[src/rtl/adc_link_pkg.sv]
// shared constants, types and code tables for the sample link encoder
package adc_link_pkg;

    // converter sample and lane widths
    localparam int SAMPLE_W = 14;
    localparam int OCTET_W  = 8;
    localparam int CODE_W   = 10;
    localparam int SCR_W    = 15;    // scrambler history, one plus x14 plus x15
    localparam int SCR_TAPA = 13;    // 14 bits back
    localparam int SCR_TAPB = 14;    // 15 bits back

    // control characters, as octets
    localparam logic [7:0] K28_1 = 8'h3c;
    localparam logic [7:0] K28_5 = 8'hbc;
    localparam logic [7:0] K28_7 = 8'hfc;
    localparam logic [7:0] FAM_SCR_MARK = 8'h7c;

    // code-group sub-block constants (abcdei / fghj, a transmitted first)
    localparam logic [5:0] K28_SIX   = 6'h0f;
    localparam logic [3:0] ALT7_FOUR = 4'h7;
    localparam logic [2:0] SIX_BAL   = 3'h3;
    localparam logic [2:0] FOUR_BAL  = 3'h2;

    // 5b/6b codes for negative disparity, index is the five-bit value x
    localparam logic [5:0] SIX_TABLE [32] = '{
        6'h27, 6'h1d, 6'h2d, 6'h31, 6'h35, 6'h29, 6'h19, 6'h38,
        6'h39, 6'h25, 6'h15, 6'h34, 6'h0d, 6'h2c, 6'h1c, 6'h17,
        6'h1b, 6'h23, 6'h13, 6'h32, 6'h0b, 6'h2a, 6'h1a, 6'h3a,
        6'h33, 6'h26, 6'h16, 6'h36, 6'h0e, 6'h2e, 6'h1e, 6'h2b};

    // 3b/4b codes for negative disparity, index is the three-bit value y
    localparam logic [3:0] FOUR_TABLE [8] = '{
        4'hb, 4'h9, 4'h5, 4'hc, 4'hd, 4'ha, 4'h6, 4'he};

    // reset values
    localparam logic       RD_RESET    = 1'b0;   // 0 means negative
    localparam logic [14:0] SCR_RESET  = 15'h0000;
    localparam logic [1:0] RST_SYNC_INIT = 2'h0;

    // subclass selection
    typedef enum logic [1:0] {
        SUBCLASS0 = 2'h0,
        SUBCLASS1 = 2'h1,
        SUBCLASS2 = 2'h2
    } subclass_e;

    // link state, gray coded
    typedef enum logic [1:0] {
        LINK_COMMA = 2'b00,
        LINK_DATA  = 2'b01
    } link_e;

    // one captured sample
    typedef struct packed {
        logic [SAMPLE_W-1:0] code;
        logic                over;
    } sample_s;

    // one octet with its control flag
    typedef struct packed {
        logic       k;
        logic [7:0] d;
    } octet_s;

endpackage

[src/rtl/serial_adc_link_encoder.sv]
// sample timing, scrambling, 8b/10b framing for one serial output lane
// Operation
// divide-by-one samples on falling clock edge
// divide-by-two samples once per two periods
// divider init fixes the sampling period
// subclass 1: sysref rise initializes divider
// subclass 2: sync rise initializes divider
// octets map to standard 8b/10b code-groups
// running disparity picks balanced code alternative
// data codes named Dx.y, five/three split
// twelve Kx.y control codes distinct from data
// comma is 0011111 or 1100000 prefix
// only K28.1, K28.5, K28.7 carry commas
// optional scrambler uses one plus x14 x15
// receiver descrambler self-aligns, loses fifteen bits
// frame is two code-groups, one sample
// latency repeatable after every sync event
// sync low sends K28.5 continuously
// K28.7 replaces last frame octet when due
// disparity judged on six then four bits
// scrambler acts on octets before encoding
// disparity starts negative, updates per code-group
`timescale 1ns/1ns
module serial_adc_link_encoder
    import adc_link_pkg::*;
#(
    parameter int SAMPLE_BITS = SAMPLE_W
) (
    input  wire logic                   mclk,
    input  wire logic                   resetn,
    input  wire logic                   divByTwo,
    input  wire logic [1:0]             subclass,
    input  wire logic                   scramblerOn,
    input  wire logic                   famEnable,
    input  wire logic                   sysref,
    input  wire logic                   syncN,
    input  wire logic [SAMPLE_BITS-1:0] sampleIn,
    input  wire logic                   sampleOver,
    output logic                        sampleOnFall,
    output logic                        sampleTake,
    output logic                        sampleLost,
    output logic [2*CODE_W-1:0]         frameOut,
    output logic                        frameValid,
    input  wire logic                   frameReady,
    output logic                        linkData
);

    ////////////////////////////////////////////////////////////////////////
    // overview of the lane path
    //   sampler -> two-entry buffer -> scrambler -> encoder -> lane register
    // the buffer absorbs a short receiver stall; a longer one drops samples
    //   and flags each drop on sampleLost rather than stalling the sampler
    // scrambler and both encoders form one combinational cone in front of
    //   the lane register, traded against a deeper pipeline and more area
    // disparity chains from the first code-group into the second within
    //   one cycle, so the register always holds a consistent pair
    // control frames bypass the scrambler and leave its history alone,
    //   so the far side keeps its lock across a burst of commas
    // only K28 control characters are built; other Kx.y are never sent
    // the divider state is a single phase flop; in subclass 0 it free-runs
    //   from the reset release and no sync input moves it
    // a rising edge on the selected sync input restarts the divider at
    //   that same edge, which keeps the latency equal after each event
    // sampleOnFall tells the analog front end which edge holds the input
    //   in divide-by-one mode; the logic here still runs on rising edges
    // the alignment marker compares with the previous frame's last octet
    //   when scrambling is off, and with one fixed octet when it is on
    // the overflow flag travels in bit one of the second octet

    ////////////////////////////////////////////////////////////////////////
    // 8b/10b encoder: returns {new disparity, abcdei fghj}
    function automatic logic [CODE_W:0] encode(input octet_s o,
                                               input logic   rdIn);
        logic [4:0] x;
        logic [2:0] y;
        logic [5:0] six;
        logic [3:0] four;
        logic       unb6;
        logic       unb4;
        logic       rd6;
        logic       alt;
        logic       comp4;
        x    = o.d[4:0];
        y    = o.d[7:5];
        six  = o.k ? K28_SIX : SIX_TABLE[x];                // see R8
        unb6 = ($countones(six) != 32'(SIX_BAL));
        if (rdIn && (unb6 || (!o.k && x == 5'h07))) begin
            six = ~six;
        end
        rd6  = unb6 ? ~rdIn : rdIn;
        // alternate D.x.7 avoids a run of five; K28.7 always uses it
        alt  = (y == 3'h7) && (o.k ||
               (!rd6 && (x == 5'd17 || x == 5'd18 || x == 5'd20)) ||
               (rd6 && (x == 5'd11 || x == 5'd13 || x == 5'd14)));
        four = alt ? ALT7_FOUR : FOUR_TABLE[y];
        unb4 = ($countones(four) != 32'(FOUR_BAL));
        comp4 = (unb4 || y == 3'h3) ? rd6 : (o.k && rdIn);
        four = comp4 ? ~four : four;
        return {unb4 ? ~rd6 : rd6, six, four};              // see R6
    endfunction

    // self-synchronizing scrambler over one frame, msb first
    function automatic logic [SCR_W+15:0] scramble(input logic [15:0] d,
                                                   input logic [14:0] st);
        logic [15:0] s;
        logic        b;
        s = 16'h0000;
        for (int i = 15; i >= 0; i--) begin
            b    = d[i] ^ st[SCR_TAPA] ^ st[SCR_TAPB];
            s[i] = b;
            st   = {st[13:0], b};
        end
        return {st, s};
    endfunction

    ////////////////////////////////////////////////////////////////////////
    // reset release through two flip-flops
    logic [1:0] rstSync;
    logic       rstn;

    always_ff @(posedge mclk or negedge resetn) begin
        if (!resetn) begin
            rstSync <= RST_SYNC_INIT;
        end else begin
            rstSync <= {rstSync[0], 1'b1};
        end
    end
    assign rstn = rstSync[1];

    ////////////////////////////////////////////////////////////////////////
    // divider initialization events
    logic sysrefPrev;
    logic syncPrev;
    logic initEvent;
    logic phase;

    always_ff @(posedge mclk or negedge rstn) begin
        if (!rstn) begin
            sysrefPrev <= 1'b0;
            // idle level of the sync input, so release shows no false rise
            syncPrev   <= 1'b1;
        end else begin
            sysrefPrev <= sysref;
            syncPrev   <= syncN;
        end
    end

    // a rising edge seen at this clock edge makes this edge the sample
    assign initEvent =
        (subclass == SUBCLASS1 && sysref && !sysrefPrev) ||
        (subclass == SUBCLASS2 && syncN && !syncPrev);

    // divide-by-one holds on the falling edge; the front end uses this
    assign sampleOnFall = !divByTwo;
    assign sampleTake   = divByTwo ? (initEvent || phase) : 1'b1;

    // phase alternates in divide-by-two mode and stays low in divide-by-one; an init event pins it so latency repeats
    always_ff @(posedge mclk or negedge rstn) begin
        if (!rstn) begin
            phase <= 1'b0;
        end else begin
            phase <= !sampleTake;                             // see R3
        end
    end

    ////////////////////////////////////////////////////////////////////////
    // two-entry buffer between sampler and encoder
    sample_s bufMem [2];
    logic    wrPtr;
    logic    rdPtr;
    logic [1:0] fill;
    logic    bufValid;
    logic    bufReady;
    logic    bufPop;
    logic    bufPush;
    sample_s head;

    assign bufReady   = (fill != 2'h2);
    assign bufValid   = (fill != 2'h0);
    assign bufPush    = sampleTake && bufReady;
    assign sampleLost = sampleTake && !bufReady;  // stall longer than buffer
    assign head       = bufMem[rdPtr];

    always_ff @(posedge mclk or negedge rstn) begin
        if (!rstn) begin
            wrPtr <= 1'b0;
            rdPtr <= 1'b0;
            fill  <= 2'h0;
        end else begin
            wrPtr <= wrPtr ^ bufPush;
            rdPtr <= rdPtr ^ bufPop;
            fill  <= fill + {1'b0, bufPush} - {1'b0, bufPop};
        end
    end

    // storage needs no reset; fill guards every read
    always_ff @(posedge mclk) begin
        if (bufPush) begin
            bufMem[wrPtr] <= '{code: sampleIn[SAMPLE_BITS-1 -: SAMPLE_W],
                             over: sampleOver};
        end
    end

    ////////////////////////////////////////////////////////////////////////
    // link state follows the receiver's sync request
    link_e state;
    link_e next_state;
    logic  outFree;

    assign outFree = !frameValid || frameReady;

    always_comb begin
        case (state)
            LINK_COMMA: next_state = syncN ? LINK_DATA : LINK_COMMA;
            LINK_DATA:  next_state = syncN ? LINK_DATA : LINK_COMMA;
            default:    next_state = LINK_COMMA;
        endcase
    end

    // state advances only between frames so a frame is never split
    always_ff @(posedge mclk or negedge rstn) begin
        if (!rstn) begin
            state <= LINK_COMMA;
        end else if (outFree) begin
            state <= next_state;
        end
    end
    assign linkData = (state == LINK_DATA);

    ////////////////////////////////////////////////////////////////////////
    // frame assembly: two octets per sample, scrambled then encoded
    logic [15:0]     rawFrame;
    logic [SCR_W+15:0] scrOut;
    logic [15:0]     octets;
    logic            famHit;
    octet_s          first;
    octet_s          last;
    logic [CODE_W:0] enc0;
    logic [CODE_W:0] enc1;
    logic            rd;
    logic [14:0]     scrState;
    logic [7:0]      prevLast;
    logic            sendData;

    // in comma state the buffer drains so stale samples never leak out
    assign sendData = (state == LINK_DATA) && bufValid;
    assign bufPop   = bufValid && outFree;

    assign rawFrame = {head.code, head.over, 1'b0};
    assign scrOut   = scramble(rawFrame, scrState);
    assign octets   = scramblerOn ? scrOut[15:0] : rawFrame;

    // frame alignment marker on the final octet
    assign famHit = famEnable && (scramblerOn ?
                    (octets[7:0] == FAM_SCR_MARK) :
                    (octets[7:0] == prevLast));

    always_comb begin
        if (state == LINK_COMMA) begin
            first = '{k: 1'b1, d: K28_5};
            last  = '{k: 1'b1, d: K28_5};
        end else begin
            first = '{k: 1'b0, d: octets[15:8]};
            last  = famHit ? '{k: 1'b1, d: K28_7} :
                             '{k: 1'b0, d: octets[7:0]};
        end
    end

    // disparity chains through both code-groups of the frame
    assign enc0 = encode(first, rd);
    assign enc1 = encode(last, enc0[CODE_W]);

    // running disparity and scrambler history
    always_ff @(posedge mclk or negedge rstn) begin
        if (!rstn) begin
            rd       <= RD_RESET;
            scrState <= SCR_RESET;
            prevLast <= 8'h00;
        end else if (outFree && (state == LINK_COMMA || bufValid)) begin
            rd <= enc1[CODE_W];
            if (sendData) begin
                scrState <= scramblerOn ? scrOut[SCR_W+15:16] : scrState;
                prevLast <= octets[7:0];
            end
        end
    end

    // output lane register, first code-group in the upper bits
    always_ff @(posedge mclk or negedge rstn) begin
        if (!rstn) begin
            frameOut   <= '0;
            frameValid <= 1'b0;
        end else if (outFree) begin
            frameValid <= (state == LINK_COMMA) || bufValid;
            if ((state == LINK_COMMA) || bufValid) begin
                frameOut <= {enc0[CODE_W-1:0], enc1[CODE_W-1:0]};
            end
        end
    end

endmodule // serial_adc_link_encoder

[config.mk]
export PLATFORM = sky130hd
export DESIGN_NAME = serial_adc_link_encoder
export DESIGN_NICKNAME = d
export VERILOG_FILES = /design/src/rtl/adc_link_pkg.sv /design/src/rtl/serial_adc_link_encoder.sv
export SDC_FILE = /design/constraint.sdc
export NUM_CORES = 1
export LEC_CHECK = 0
export BUFFER_PORTS_ARGS = -buffer_cell sky130_fd_sc_hd__clkbuf_2
export CAP_MARGIN = 20
export CORE_MARGIN = 5
export CORE_UTILIZATION = 60
export DETAILED_ROUTE_END_ITERATION = 8
export PLACE_DENSITY = 0.8
export SLEW_MARGIN = 5
export SYNTH_ARGS = -nofsm -noshare
export SYNTH_HDL_FRONTEND = slang
export SYNTH_SLANG_ARGS = --single-unit
[constraint.sdc]
create_clock -name mclk -period 3.37 [get_ports mclk]
set_clock_uncertainty 0.05 [all_clocks]
set_input_delay 0.1685 -clock mclk [delete_from_list [all_inputs] [get_ports mclk]]
set_output_delay 0.1685 -clock mclk [all_outputs]
set_load 0.02 [all_outputs]
==> results by group <==
Synth
  – Compound-gate portion of the synthesized area: 0.147
  – Asr flop ratio synth: 0.647
  – Synth Area in XOR/XNOR: 0.129
  – Post-synthesis cell count: 540
  – Post-synthesis adder-cell area fraction: 0.0910
  – Seq/Total Area, Yosys: 0.420
  – Netlist Area Pre-Place: roughly 5400 µm²
  – Post-Synth Simple-Gate Area: 0.127
  – Cell variety after synth: between 60 and 70
  – Post-synth EDFFs: 30
  – Multiplexer share of the synthesized area: 0.0501
  – Share of the synthesized area in the top cell type: 0.249
  – Syn_area_per_cell: 10.0 µm²
  – Main synth FF type: dfrtp_1
  – Synth warn: 0
  – Yosys reg bits: 85
  – Largest family of logic cells by synthesized area: compound AO/OA/AOI/OAI gates
  – Cell taking the most area after synthesis: dfrtp_1
  – Cells taking the most area after synthesis: dfrtp_1, edfxtp_1, xor2_1, ha_1, xnor2_1
  – Syn Nets: between 500 and 600

Floorplanning
  – IO Count: 50
  – Site Rows: 34
  – Die ar.: ~11000 µm²
  – Core Region: between 8000 and 9000 µm²
  – Die Ht: around 110 µm
  – Initial core utilization: 0.619
  – Die width: roughly 110 µm

Global route
  – Largest net degree at the start of global routing: 41
  – First-pass GRT wire length: 24500 µm
  – GR Overflow Total: 0
  – GR Util All Layers: 0.274
  – Vias in the first global route: 5112
  – Initial antenna violation count: 0

Setup path
  – Arr. time, crit path: 9550 ps
  – CP startpoint: rdPtr
  – Req. time, crit path: 3600 ps
  – Slowest-stage cell, CP: fa_1
  – Delay-heaviest family, CP: adder cells
  – Crit path depth: 42
  – CP peak stage delay: slightly above 500 ps
  – Reg-to-reg endpoint: frameOut[3]
  – Crit end category: flip-flop
  – Crit-path max FO: 5
  – Worst path bufs/invs: 6
  – Crit Path Class: reg -> reg
  – Reg-to-Reg Start: rdPtr
  – CP Launch Type: flip-flop
  – Most frequent CP cell: fa_1
  – FF-to-FF path depth: 42
  – R2R Setup Slk: -5950 ps

Detailed routing
  – Final WL: 16100 µm
  – Detail-routed via count per cell: ~6.0
  – DRT antenna net count: 0
  – # DRC: 0
  – Wirelength per Cell: roughly 19 µm
  – Initial drt markers: ~420
  – Vias: 5089
  – 1st-pass router iterations: 7

STA
  – Post-route minimum period: between 9000 and 10000 ps
  – Final hold violation count: 0
  – Slew at the pin with the worst max-slew slack: between 600 and 700 ps
  – Final WS setup: -5950 ps
  – Slew Viols, Final: 0
  – Setup Viol. Count Final: 21
  – Max transition margin: 0.535
  – RSZ-0062 raised after global routing: yes
  – Fmax: 107 MHz
  – Hold_ws: ~7.3 ps
  – Final period utilization: 2.76

Place
  – Placer Congestion: a little over 0.9
  – Port-buffer cells: about 50
  – Dpl cells: 803
  – HPWL Detailed: approximately 9700 µm

Run
  – Max Cap Violations: 0

Worst hold path
  – Hold Path End: phase
  – Worst Hold Class: in -> reg
  – Hold_sp: divByTwo
  – Hold path cells: 3

Cells and area
  – Layout net count: 800
  – Proportion of layout cells with a drive suffix above 1: 0.384
  – Fin cells: 855
  – Layout area overhead: 41.9%
  – Diodes inserted: 0
  – Most frequent cells in the layout: buf_4, nand2_1, dfrtp_1, clkbuf_2, o21ai_0
  – Most common cell after layout, fill and taps aside: buf_4

Clock network
  – CTS root buf: clkbuf_8
  – CTS max path bufs: 2
  – Clk pin slew, worst setup/hold paths: approximately 110 ps
  – Num Clock Sinks: 85
  – CTS tree: yes
  – CTS Buf Count: 9
  – Max H-tree Level: 3
  – Clock Latency Late Sink: a little under 400 ps

Status
  – Failing checks: negative setup slack
  – Status: finished with violations
routing by layer:
layer | share of wire | GRT usage | up-vias
met1 | 0.38 | 0.327 | 2458
met3 | 0.068 | 0.0617 | 74
met5 | 0 | 0 | -
met2 | 0.51 | 0.481 | 261
li1 | - | - | 2296
met4 | 0.046 | 0.100 | 0
cell usage after synthesis (2+ instances only):
cell	n
maj3_1	2
mux2i_1	10
mux2i_4	4
a2111oi_0	2
and3_1	6
nor3b_1	2
edfxtp_1	30
a21oi_1	18
nor3_1	3
fa_1	8
o21ai_0	57
a22o_1	2
xor2_1	42
a221oi_1	2
nor2b_1	6
a21o_1	3
a31oi_1	2
o31ai_1	3
nor4_1	2
nor4bb_1	2
nand3_1	11
inv_1	20
nor2_1	25
dfrtp_1	54
nand2_1	78
ha_1	25
xnor2_1	34
clkbuf_1	20
o211ai_1	7
o31a_1	3
buf_6	3
nand2b_1	2
a2bb2oi_1	2
o21a_1	4
and2_1	3
mux2_2	6
nand3b_1	3
o21ai_1	5
sequential cells by signal (all words and copies together) (netlist names), 2 cells and up:
name	count
rstSync	2
fill	2
frameOut	20
bufMem	30
prevLast	8
scrState	15
logic make-up after synthesis:
logic type,after synthesis
adders and majority gates,35
buffers and inverters,44
other,1
AOI/OAI and AO/OA,126
xor gates and xnor gates,78
and+or+nand+nor,150
muxes,21
DFF,85
through the flow:
| stage | util | area, µm² | worst slack [ps] | TNS [ps] |
|---|---|---|---|---|
| 6_report | 0.878 | 7690 | -5950 | -78850 |
| 5_1_grt | 0.878 | 7690 | -6340 | -84650 |
| 4_1_cts | 0.850 | 7450 | -5620 | -73030 |
| 3_5_place_dp | 0.786 | 6890 | -5720 | -75090 |
| 3_3_place_gp | 0.786 | 6890 | -5390 | -70880 |
| 2_1_floorplan | - | 5660 | -5540 | -70560 |
what timing repair did:
action,CTS,global route
hold endpoints to repair,34,0
resized for setup,24,24
cloned,0,0
hold buffers,18,0
endpoints found under the setup margin,21,21
pin swaps,19,16
setup buffers,6,11
how the worst max path moves through the flow:
| stage | end |
|---|---|
| global route | frameOut[3] |
| finish | frameOut[3] |
| global placement | frameOut[2] |
| detailed placement | frameOut[3] |
| CTS | frameOut[3] |
| floorplan | frameOut[2] |
tightest hold or removal path, stage by stage:
cell and delay (ps):
clkbuf_2 80, inv_1 60, nor4_1 90
cell type report:
cell class | count | area [µm²]
Clock buffer | 10 | 128
Clock inverter | 6 | 71.3
Fill cell | 403 | 1070
Inverter | 20 | 75.1
Multi-Input combinational cell | 411 | 3410
Sequential cell | 85 | 2280
Tap cell | 108 | 135
Timing Repair Buffer | 215 | 1600
Power is not shown: default switching activity piles up to over one toggle a cycle in this logic, so the estimate is an artifact.
